### src/verilog/vga_adc_regs.vh
/*
 * constants of the gain sequencing and serial output block:
 * serial word layout, register addresses, field positions, timing counts.
 * assumes inclusion by bare name from the design files.
 */
`ifndef VGA_ADC_REGS_VH
`define VGA_ADC_REGS_VH

// -----------------------------------------------------------------
// serial programming word
// -----------------------------------------------------------------
`define SER_WORD_BITS 24
`define SER_ADDR_BITS 8
`define SER_DATA_BITS 16

// -----------------------------------------------------------------
// register addresses (serial and axi word index)
// -----------------------------------------------------------------
`define REG_CONTROL 8'h00
`define REG_FRONT_END 8'h01
`define REG_CURVE_CTRL 8'h02
`define REG_CURVE_DATA 8'h03
`define REG_CURVE_STATUS 8'h04
`define REG_GAIN_NOW 8'h05
`define REG_FIFO_STATUS 8'h06

// -----------------------------------------------------------------
// field positions
// -----------------------------------------------------------------
`define CTRL_SOFT_RESET_BIT 0
`define FE_FILTER_LSB 0
`define FE_CLAMP_OFF_BIT 2
`define CURVE_SYNC_BIT 0
`define CURVE_PTR_LSB 8
`define CURVE_LEN_LSB 4

// antialias_filter corner codes
`define FILTER_7M5 2'h0
`define FILTER_10M 2'h1
`define FILTER_14M 2'h2

// -----------------------------------------------------------------
// gain code: -5 dB .. 31 dB in 0.125 dB steps -> 0 .. 288
// -----------------------------------------------------------------
`define GAIN_BITS 9
`define GAIN_CODE_MAX 9'h120
`define CURVE_DEPTH 16
`define CURVE_AW 4

// -----------------------------------------------------------------
// conversion and serial output timing
// -----------------------------------------------------------------
`define CONV_BITS 12
`define CONV_LATENCY 11
`define CHANNELS 8
`define STAGES 16
`define FIFO_DEPTH 16
`define FIFO_AW 4
`define RESET_VALUE 16'h0000

`endif

### src/verilog/vga_adc_gain_sequencing_serial_out.v
/*
 * vga_adc_gain_sequencing_serial_out: digital side of a sixteen-stage
 * variable-gain front end with eight shared converters. serial register
 * programming, time_gain_curve memory and stepping, pair interleaving,
 * fixed conversion latency, fifo, and serial output with bit/frame clocks.
 * assumes analog results arrive as 12-bit words on conv_in each clock,
 * pins are asynchronous to aclk, and an axi4-lite master on aclk.
 */
// The placing of the registers and the AXI4-Lite register port are this design's own decisions.
// Behaviour
// - sixteen gain stages share eight converters
// - gain code -5..31 dB, 0.125 dB
// - serial-loaded curve memory shared by stages
// - sync pin starts all stages together
// - software sync acts like pin
// - converter alternates its two stages
// - word emerges 11 clocks after sampling
// - one offset-binary serial lane per channel
// - bit clock and word frame clock
// - selectable filter corner, clamp switch
// - reset pin pulse clears control registers
// - soft reset bit clears, self-clears
// - 24 serial bits committed per group
// - eight address bits, sixteen data bits
// - soft reset is address zero bit zero
`timescale 1ns/1ps
`include "vga_adc_regs.vh"

module vga_adc_gain_sequencing_serial_out (
   input wire aclk,
   input wire aresetn,
   // device pins
   input wire reset_pin,
   input wire sync_pin,
   input wire serial_clk,
   input wire serial_select_n,
   input wire serial_shift_data,
   input wire [95:0] conv_in,
   output reg [7:0] data_lane,
   output reg bit_clk,
   output reg frame_clk,
   output reg [15:0] stage_gain_active,
   output reg [8:0] gain_code,
   output reg [1:0] antialias_filter,
   output reg clamp_enable,
   // axi4-lite slave
   input wire [7:0] s_awaddr,
   input wire s_awvalid,
   output wire s_awready,
   input wire [31:0] s_wdata,
   input wire [3:0] s_wstrb,
   input wire s_wvalid,
   output wire s_wready,
   output reg [1:0] s_bresp,
   output reg s_bvalid,
   input wire s_bready,
   input wire [7:0] s_araddr,
   input wire s_arvalid,
   output wire s_arready,
   output reg [31:0] s_rdata,
   output reg [1:0] s_rresp,
   output reg s_rvalid,
   input wire s_rready
);
   // -----------------------------------------------------------------
   // pin synchronisers
   // -----------------------------------------------------------------
   reg [4:0] pin_meta; // first stage, read only by pin_sync
   reg [4:0] pin_sync; // second stage
   reg [4:0] pin_last; // for edge detection
   wire rst_s;
   wire sync_s;
   wire sclk_s;
   wire sel_n_s;
   wire sdat_s;
   assign rst_s = pin_sync[0];
   assign sync_s = pin_sync[1];
   assign sclk_s = pin_sync[2];
   assign sel_n_s = pin_sync[3];
   assign sdat_s = pin_sync[4];

   // two-flop capture of all pins
   always @(posedge aclk) begin
      if (!aresetn) begin
         pin_meta <= 5'h08;
         pin_sync <= 5'h08;
         pin_last <= 5'h08;
      end else begin
         pin_meta <= {serial_shift_data, serial_select_n, serial_clk, sync_pin, reset_pin};
         pin_sync <= pin_meta;
         pin_last <= pin_sync;
      end
   end

   wire sclk_rise;
   wire sync_rise;
   assign sclk_rise = sclk_s & ~pin_last[2];
   assign sync_rise = sync_s & ~pin_last[1];

   // -----------------------------------------------------------------
   // control registers
   // -----------------------------------------------------------------
   reg soft_reset; // self-clearing reset request
   reg [1:0] filter_sel; // antialias_filter corner
   reg clamp_off; // clamp disabled
   reg [3:0] curve_len; // last curve entry index
   reg [3:0] curve_wptr; // curve memory write pointer
   reg [8:0] curve_mem [0:`CURVE_DEPTH-1]; // time_gain_curve
   reg [3:0] curve_pos; // current curve entry
   reg curve_run; // stepping active
   reg soft_sync; // software sync pulse
   wire regs_clear;

   assign regs_clear = rst_s | soft_reset;

   // common write port: serial word or axi write
   reg wr_en;
   reg [7:0] wr_addr;
   reg [15:0] wr_data;

   // -----------------------------------------------------------------
   // serial programming shifter
   // -----------------------------------------------------------------
   reg [23:0] ser_shift; // incoming bits
   reg [4:0] ser_count; // bits in current group
   reg ser_commit; // 24-bit group complete
   reg [23:0] ser_word; // committed word

   always @(posedge aclk) begin
      if (!aresetn) begin
         ser_shift <= 24'h000000;
         ser_count <= 5'h00;
         ser_commit <= 1'b0;
         ser_word <= 24'h000000;
      end else begin
         ser_commit <= 1'b0;
         if (sel_n_s) begin
            // select high: restart group count
            ser_count <= 5'h00;
         end else if (sclk_rise) begin
            ser_shift <= {ser_shift[22:0], sdat_s};
            if (ser_count == 5'h17) begin
               ser_count <= 5'h00;
               ser_commit <= 1'b1;
               ser_word <= {ser_shift[22:0], sdat_s};
            end else begin
               ser_count <= ser_count + 5'h01;
            end
         end
      end
   end

   // -----------------------------------------------------------------
   // axi4-lite slave
   // -----------------------------------------------------------------
   reg aw_held; // address captured
   reg w_held; // data captured
   reg [7:0] aw_addr;
   reg [31:0] w_data;
   reg [3:0] w_strb;
   wire axi_wr;
   assign s_awready = ~aw_held & ~s_bvalid;
   assign s_wready = ~w_held & ~s_bvalid;
   assign s_arready = ~s_rvalid;
   assign axi_wr = aw_held & w_held & ~s_bvalid;

   // write channels, either order
   always @(posedge aclk) begin
      if (!aresetn) begin
         aw_held <= 1'b0;
         w_held <= 1'b0;
         aw_addr <= 8'h00;
         w_data <= 32'h00000000;
         w_strb <= 4'h0;
         s_bvalid <= 1'b0;
         s_bresp <= 2'h0;
      end else begin
         if (s_awvalid && s_awready) begin
            aw_held <= 1'b1;
            aw_addr <= s_awaddr;
         end
         if (s_wvalid && s_wready) begin
            w_held <= 1'b1;
            w_data <= s_wdata;
            w_strb <= s_wstrb;
         end
         if (axi_wr) begin
            aw_held <= 1'b0;
            w_held <= 1'b0;
            s_bvalid <= 1'b1;
            // slverr for any word above curve data, including the read-only status words
            s_bresp <= (aw_addr[7:2] > `REG_CURVE_DATA) ? 2'h2 : 2'h0;
         end else if (s_bvalid && s_bready) begin
            s_bvalid <= 1'b0;
         end
      end
   end

   // write port select: serial has priority, an axi write in the same cycle is dropped
   always @* begin
      wr_en = 1'b0;
      wr_addr = 8'h00;
      wr_data = 16'h0000;
      if (ser_commit) begin
         wr_en = 1'b1;
         wr_addr = ser_word[23:16];
         wr_data = ser_word[15:0];
      end else if (axi_wr && (w_strb[1:0] == 2'h3)) begin
         wr_en = 1'b1;
         wr_addr = {2'h0, aw_addr[7:2]};
         wr_data = w_data[15:0];
      end
   end

   // -----------------------------------------------------------------
   // register writes
   // -----------------------------------------------------------------
   // control, filter, clamp and curve control fields
   always @(posedge aclk) begin
      if (!aresetn || regs_clear) begin
         soft_reset <= 1'b0;
         filter_sel <= `FILTER_7M5;
         clamp_off <= 1'b0;
         curve_len <= 4'h0;
         curve_wptr <= 4'h0;
         soft_sync <= 1'b0;
      end else begin
         soft_sync <= 1'b0;
         if (wr_en) begin
            case (wr_addr)
               `REG_CONTROL: begin
                  soft_reset <= wr_data[`CTRL_SOFT_RESET_BIT];
               end
               `REG_FRONT_END: begin
                  filter_sel <= (wr_data[1:0] == 2'h3) ? `FILTER_14M : wr_data[1:0];
                  clamp_off <= wr_data[`FE_CLAMP_OFF_BIT];
               end
               `REG_CURVE_CTRL: begin
                  soft_sync <= wr_data[`CURVE_SYNC_BIT];
                  curve_len <= wr_data[7:4];
                  curve_wptr <= wr_data[11:8];
               end
               `REG_CURVE_DATA: begin
                  curve_wptr <= curve_wptr + 4'h1;
               end
               default: begin
                  soft_sync <= 1'b0;
               end
            endcase
         end
      end
   end

   // curve memory, no reset needed
   always @(posedge aclk) begin
      if (wr_en && (wr_addr == `REG_CURVE_DATA)) begin
         curve_mem[curve_wptr] <= (wr_data[8:0] > `GAIN_CODE_MAX) ? `GAIN_CODE_MAX : wr_data[8:0];
      end
   end

   // -----------------------------------------------------------------
   // curve stepping
   // -----------------------------------------------------------------
   wire sync_event;
   assign sync_event = sync_rise | soft_sync;

   always @(posedge aclk) begin
      if (!aresetn || regs_clear) begin
         curve_pos <= 4'h0;
         curve_run <= 1'b0;
         gain_code <= 9'h000;
      end else if (sync_event) begin
         curve_pos <= 4'h0;
         curve_run <= 1'b1;
         gain_code <= curve_mem[0];
      end else if (curve_run) begin
         gain_code <= curve_mem[curve_pos];
         if (curve_pos == curve_len) begin
            curve_run <= 1'b0;
         end else begin
            curve_pos <= curve_pos + 4'h1;
         end
      end
   end

   // front-end control outputs
   always @(posedge aclk) begin
      if (!aresetn) begin
         antialias_filter <= `FILTER_7M5;
         clamp_enable <= 1'b1;
      end else begin
         antialias_filter <= filter_sel;
         clamp_enable <= ~clamp_off;
      end
   end

   // -----------------------------------------------------------------
   // pair interleave and conversion latency
   // -----------------------------------------------------------------
   reg phase; // which stage of each pair samples
   reg [95:0] lat_pipe [0:`CONV_LATENCY-1]; // latency line
   reg [`CONV_LATENCY-1:0] lat_valid;
   integer i;

   always @(posedge aclk) begin
      if (!aresetn) begin
         phase <= 1'b0;
         stage_gain_active <= 16'h5555;
      end else begin
         phase <= ~phase;
         stage_gain_active <= phase ? 16'h5555 : 16'haaaa;
      end
   end

   always @(posedge aclk) begin
      if (!aresetn) begin
         lat_valid <= 11'h000;
      end else begin
         lat_valid <= {lat_valid[`CONV_LATENCY-2:0], 1'b1};
      end
      lat_pipe[0] <= conv_in;
      for (i = 1; i < `CONV_LATENCY; i = i + 1) begin
         lat_pipe[i] <= lat_pipe[i-1];
      end
   end

   // -----------------------------------------------------------------
   // fifo and serializer
   // -----------------------------------------------------------------
   wire fifo_in_ready;
   wire fifo_out_valid;
   wire [95:0] fifo_out_data;
   wire [4:0] fifo_level;
   reg ser_take; // serializer pulls a word

   word_fifo #(
      .WIDTH(96),
      .DEPTH(`FIFO_DEPTH),
      .AW(`FIFO_AW)
   ) u_fifo (
      .aclk(aclk),
      .aresetn(aresetn),
      .in_valid(lat_valid[`CONV_LATENCY-1] & phase),
      .in_ready(fifo_in_ready),
      .in_data(lat_pipe[`CONV_LATENCY-1]),
      .out_valid(fifo_out_valid),
      .out_ready(ser_take),
      .out_data(fifo_out_data),
      .level(fifo_level)
   );

   reg [95:0] out_shift; // words being shifted
   reg [3:0] out_bit; // bit position in word
   reg out_half; // bit clock half
   reg out_busy;
   reg drop_flag; // sticky: word lost, fifo full
   integer k;

   always @* begin
      ser_take = fifo_out_valid & (~out_busy | (out_half && out_bit == 4'hb));
   end

   always @(posedge aclk) begin
      if (!aresetn) begin
         out_shift <= 96'h0;
         out_bit <= 4'h0;
         out_half <= 1'b0;
         out_busy <= 1'b0;
         data_lane <= 8'h00;
         bit_clk <= 1'b0;
         frame_clk <= 1'b0;
      end else if (ser_take) begin
         out_shift <= fifo_out_data;
         out_busy <= 1'b1;
         out_bit <= 4'h0;
         out_half <= 1'b0;
         bit_clk <= 1'b0;
         frame_clk <= 1'b1;
         for (k = 0; k < 8; k = k + 1) begin
            // offset binary, msb first
            data_lane[k] <= fifo_out_data[k*12+11];
         end
      end else if (out_busy) begin
         out_half <= ~out_half;
         bit_clk <= ~out_half;
         if (out_half) begin
            if (out_bit == 4'hb) begin
               out_busy <= 1'b0;
               frame_clk <= 1'b0;
            end else begin
               out_bit <= out_bit + 4'h1;
               frame_clk <= (out_bit < 4'h5);
               for (k = 0; k < 8; k = k + 1) begin
                  data_lane[k] <= out_shift[k*12+10-out_bit];
               end
            end
         end
      end
   end

   // overflow flag, set wins over clear
   always @(posedge aclk) begin
      if (!aresetn) begin
         drop_flag <= 1'b0;
      end else if (lat_valid[`CONV_LATENCY-1] && phase && !fifo_in_ready) begin
         drop_flag <= 1'b1;
      end else if (s_arvalid && s_arready && s_araddr[7:2] == `REG_FIFO_STATUS) begin
         drop_flag <= 1'b0;
      end
   end

   // -----------------------------------------------------------------
   // axi read
   // -----------------------------------------------------------------
   always @(posedge aclk) begin
      if (!aresetn) begin
         s_rvalid <= 1'b0;
         s_rdata <= 32'h00000000;
         s_rresp <= 2'h0;
      end else if (s_arvalid && s_arready) begin
         s_rvalid <= 1'b1;
         s_rresp <= 2'h0;
         case (s_araddr[7:2])
            `REG_FRONT_END: s_rdata <= {29'h0, clamp_off, filter_sel};
            `REG_CURVE_CTRL: s_rdata <= {20'h0, curve_wptr, curve_len, 4'h0};
            `REG_CURVE_STATUS: s_rdata <= {23'h0, curve_run, curve_pos, 4'h0};
            `REG_GAIN_NOW: s_rdata <= {23'h0, gain_code};
            `REG_FIFO_STATUS: s_rdata <= {26'h0, drop_flag, fifo_level};
            `REG_CONTROL: s_rdata <= {31'h0, soft_reset};
            default: begin
               s_rdata <= 32'h00000000;
               s_rresp <= 2'h2;
            end
         endcase
      end else if (s_rvalid && s_rready) begin
         s_rvalid <= 1'b0;
      end
   end
endmodule // vga_adc_gain_sequencing_serial_out

### src/verilog/word_fifo.v
/*
 * word_fifo: synchronous fifo, parameter width and depth,
 * valid/ready on both sides.
 * assumes one clock, synchronous active-low reset.
 */
`timescale 1ns/1ps

module word_fifo #(
   parameter WIDTH = 96,
   parameter DEPTH = 16,
   parameter AW = 4
) (
   input wire aclk,
   input wire aresetn,
   input wire in_valid,
   output wire in_ready,
   input wire [WIDTH-1:0] in_data,
   output wire out_valid,
   input wire out_ready,
   output wire [WIDTH-1:0] out_data,
   output wire [AW:0] level
);
   // storage array
   reg [WIDTH-1:0] mem [0:DEPTH-1];
   reg [AW:0] wr_ptr; // write pointer, extra wrap bit
   reg [AW:0] rd_ptr; // read pointer, extra wrap bit
   wire push;
   wire pop;

   // -----------------------------------------------------------------
   // flags
   // -----------------------------------------------------------------
   assign level = wr_ptr - rd_ptr;
   assign in_ready = (level != DEPTH[AW:0]);
   assign out_valid = (level != {(AW+1){1'b0}});
   assign push = in_valid & in_ready;
   assign pop = out_valid & out_ready;
   assign out_data = mem[rd_ptr[AW-1:0]];

   // write side
   always @(posedge aclk) begin
      if (push) begin
         mem[wr_ptr[AW-1:0]] <= in_data;
      end
   end

   // pointer update
   always @(posedge aclk) begin
      if (!aresetn) begin
         wr_ptr <= {(AW+1){1'b0}};
         rd_ptr <= {(AW+1){1'b0}};
      end else begin
         if (push) begin
            wr_ptr <= wr_ptr + 1'b1;
         end
         if (pop) begin
            rd_ptr <= rd_ptr + 1'b1;
         end
      end
   end
endmodule // word_fifo

### config.mk
export PLATFORM = sky130hd
export DESIGN_NAME = vga_adc_gain_sequencing_serial_out
export DESIGN_NICKNAME = d
export VERILOG_FILES = /design/src/verilog/vga_adc_gain_sequencing_serial_out.v /design/src/verilog/word_fifo.v
export VERILOG_INCLUDE_DIRS = /design/src /design/src/verilog
export SDC_FILE = /design/constraint.sdc
export NUM_CORES = 2
export LEC_CHECK = 0
export CORE_MARGIN = 3
export CORE_UTILIZATION = 40
export CTS_CLUSTER_DIAMETER = 100
export DETAILED_ROUTE_END_ITERATION = 8
export DONT_BUFFER_PORTS = 1
export PLACE_DENSITY = 0.51
export SKIP_CTS_REPAIR_TIMING = 1
export SLEW_MARGIN = 20
export SYNTH_ARGS = -nofsm -noshare
export SYNTH_HDL_FRONTEND = slang
export SYNTH_HIERARCHICAL = 1
export SYNTH_SLANG_ARGS = --single-unit
### constraint.sdc
create_clock -name aclk -period 20.7 [get_ports aclk]
set_clock_uncertainty 0.1 [all_clocks]
set_input_delay 4.14 -clock aclk [delete_from_list [all_inputs] [get_ports aclk]]
set_output_delay 4.14 -clock aclk [all_outputs]
set_load 0.01 [all_outputs]
==> key figures <==
Timing
  • Max-slew headroom: 27.74%
  • Fin crit share: 29.69%
  • Minimum clock period: 6.145 ns
  • Worst-margin pin slew: 1.082 ns
  • Fin. max-slew vios: 0
  • Hold violation total from the final report: 0
  • TNS Setup: 0 ns
  • Setup ws final: 14.55 ns
  • Final Setup Violations: 0
  • RSZ-0062 raised after global routing: no
  • Max Freq: 0.1627 GHz

Worst setup path
  • R2R setup slack: 14.78 ns
  • Critical Path End Type: primary output
  • Crit path DAT: 1.91 ns
  • Required time of the worst setup path: 16.46 ns
  • Worst Setup Path Type: flip-flop to primary output
  • Worst-path fanout max: 10
  • Startpoint Class: flip-flop

Layout
  • Storage cell area: 0.07705 mm2
  • Final instance area: 0.1105 mm2
  • Share of cells above drive strength 1: 21.73%
  • Final nets: 5244
  • Core Util, Final: 46.22%
  • Area growth syn-to-layout: 14.44%
  • Multi-input logic area: 0.01826 mm2
  • Fillcell total: 20.10k

Power and ir drop
  • Sequential Power Share: 53.4%
  • Clock power frac: 46.3%
  • Pint: 9.786 mW
  • Cell Pwr Density: 109.7 mW/mm2
  • Switch Pwr: 2.335 mW
  • Worst-case vdd ir drop: 0.07994 mV
  • Pwr Total: 12.12 mW
  • Sw Share: 19.26%
  • Comb pwr share: 0.3%
  • Leakage power: 36.29 nW

Route
  • Starting DRT DRC Count: 3224
  • Total Wirelength: 205.3 mm
  • Post-route ant nets: 0
  • Total number of vias: 43.51k
  • DRT Pass-1 Iters: 6
  • Drt wl/cell: 24.19 um
  • Via density: 5.129
  • # DRC: 0

CTS
  • TritonCTS buffer count: 327
  • CTS clk-pin slew, worst paths: 0.06 ns
  • Root Buffer: clkbuf_16
  • H-tree Lvls: 5
  • Clock Sinks: 3008
  • Worst-Skew Late Latency: 0.92 ns
  • CTS tree: built
  • Max Buffers Root-to-Sink: 4

Synthesis
  • Synth Register Bits: 3008
  • Primary FF master, synth: edfxtp_1
  • Netlist Area Pre-Place: 0.09652 mm2
  • Post-synth EDFFs: 1680
  • Yosys warning count: 6
  • Sequential share of the synthesized area: 79.82%
  • Netlist cell types: 75
  • Mapped Avg Cell Area: 19.71 um2
  • Async S/R FF share, synth: 0%
  • Mapped Cells: 4897

Global route
  • Vias in the first global route: 44.80k
  • GRT Util Overall: 16.47%
  • Overflow after GRT: 0
  • Global-route wire length before repair: 304.3 mm
  • Largest net degree at the start of global routing: 130
  • Initial antenna violation count: 11

Placed design
  • Post-DP HPWL: 102.1 mm
  • Placement Setup Slack: 14.52 ns
  • Gpl congestion: 0.7892
  • Placed Area: 0.09993 mm2
  • IO buf count: 0

Floorplanning
  • Initial core utilization: 40.39%
  • Die area: 0.2472 mm2
  • Core Area: 0.2390 mm2
  • Die X: 497.2 um
  • Die height: 497.2 um
  • FP Rows: 179
  • IO Count: 239

Run status
  • Status: complete, no violations

Run
  • MaxCap Viol Count: 0

Min path
  • Min-Delay Path Class: flip-flop to flip-flop
-- cell usage after synthesis, types with 4 or more instances --
cell type | n | area [um2]
or3_1 | 7 | 43.79
xor2_1 | 9 | 78.83
and2_1 | 32 | 200.2
xnor2_1 | 7 | 61.31
nor2_1 | 98 | 367.9
a21o_1 | 4 | 30.03
mux2_2 | 6 | 67.56
buf_2 | 24 | 120.1
nand2b_1 | 21 | 131.4
buf_6 | 12 | 135.1
nand3_1 | 24 | 120.1
a2bb2oi_1 | 6 | 52.55
nor4_1 | 9 | 56.30
nand4_1 | 4 | 25.02
a22oi_1 | 5 | 37.54
nor2b_1 | 9 | 56.30
a211oi_1 | 18 | 135.1
clkbuf_1 | 134 | 503.0
nand2_1 | 385 | 1445
edfxtp_1 | 1680 | 50450
mux4_2 | 542 | 12210
a21oi_1 | 201 | 1006
a32oi_1 | 4 | 35.03
o22ai_1 | 5 | 31.28
and3_1 | 14 | 87.58
nor3_1 | 18 | 90.09
inv_1 | 25 | 93.84
dfxtp_1 | 1328 | 26590
o21ai_0 | 27 | 135.1
mux2i_1 | 51 | 510.5
buf_4 | 69 | 518.0
mux4_1 | 5 | 131.4
a222oi_1 | 5 | 50.05
or2_2 | 4 | 25.02
a31oi_1 | 10 | 62.56
buf_1 | 14 | 52.55
ha_1 | 18 | 225.2
-- cell type report --
cell class              instances  share of cell area, %
clock inverters               114                 0.9334
multi-input cells            1628                  16.53
diodes                          1               0.002266
flip-flops and latches       3008                  69.76
inverters                      29                 0.1054
repair buffers                 71                 0.5052
well taps                    3167                  3.588
clock buffers                 466                  8.575
-- state kept, by name (all words and copies together) (netlist names), 6 cells and up, named ones only --
signal      flops
u_fifo/mem   1536
lat_pipe     1056
curve_mem     144
out_shift      96
ser_shift      23
ser_word       20
s_rdata        12
w_data         12
lat_valid      11
gain_code       9
data_lane       8
aw_addr         6
-- cell usage in the layout, fill, tap and decap left out, types with 6 or more instances in the layout --
master | Yosys | final
edfxtp_1 | 1680 | 1680
dfxtp_1 | 1328 | 1321
mux4_2 | 542 | 542
nand2_1 | 385 | 384
clkbuf_16 | 0 | 341
a21oi_1 | 201 | 199
nor2_1 | 98 | 96
clkbuf_1 | 134 | 71
buf_4 | 69 | 69
clkinv_2 | 0 | 55
mux2i_1 | 51 | 51
clkbuf_8 | 0 | 45
and2_1 | 32 | 29
o21ai_0 | 27 | 27
inv_1 | 25 | 24
clkinv_1 | 2 | 24
nand3_1 | 24 | 24
conb_1 | 1 | 22
nand2b_1 | 21 | 21
a211oi_1 | 18 | 18
ha_1 | 18 | 17
nor3_1 | 18 | 16
bufinv_16 | 0 | 15
and3_4 | 0 | 12
a31oi_1 | 10 | 10
nor4_1 | 9 | 9
xor2_1 | 9 | 9
nor2b_1 | 9 | 8
inv_4 | 0 | 7
xnor2_1 | 7 | 7
or3_1 | 7 | 7
mux2_2 | 6 | 6
a2bb2oi_1 | 6 | 6
clkinvlp_4 | 0 | 6
clkbuf_2 | 0 | 6
-- final timing paths --
kind	start	to	cells past startpoint
worst max-delay path	stage_gain_active[13]	stage_gain_active[9]	0
worst min-delay path	lat_pipe[9][85]	lat_pipe[10][85]	0
worst max register to register	u_fifo/wr_ptr[0]	u_fifo/mem[4][78]	11
worst min register to register	lat_pipe[9][85]	lat_pipe[10][85]	0
-- stage by stage --
step,hold WS (ns),std cells
2_1_floorplan,0.2096,4918
3_3_place_gp,0.2098,7903
3_5_place_dp,0.2121,7903
4_1_cts,0.1704,8483
5_1_grt,0.1858,8484
6_report,0.1778,8484
-- power groups by stage --
stage                     Clock [mW]  Sequential [mW]  Combinational (mW)
after floorplan                    0             6.57              0.0317
after global placement             0             6.60              0.0300
after detailed placement           0             6.61              0.0303
after CTS                       5.80             6.48              0.0304
after global routing            6.03             6.49              0.0336
final                           5.61             6.48              0.0304
-- layer usage --
layer / track usage (%) / wire, um / vias to the layer above
met5: 0 / 0 / -
met4: 4.653 / 4892 / 0
met3: 2.901 / 10180 / 335
met2: 26.29 / 97660 / 1068
met1: 23.30 / 92540 / 23010
li1: - / - / 19100
-- kinds of logic (layout without fill, tap and decap cells) --
group           after synthesis  count (layout)  share of synthesized area [%]
simple gates                639             639                          2.859
flops                      3008            3008                          79.82
mux                         605             605                          13.40
fa+ha+maj                    19              19                         0.2541
other cells                   1              23                       0.003885
compound gates              325             325                          2.002
xor+xnor                     18              18                         0.1789
buf+inv                     282             680                          1.490
(Power assumes the default switching activity.)
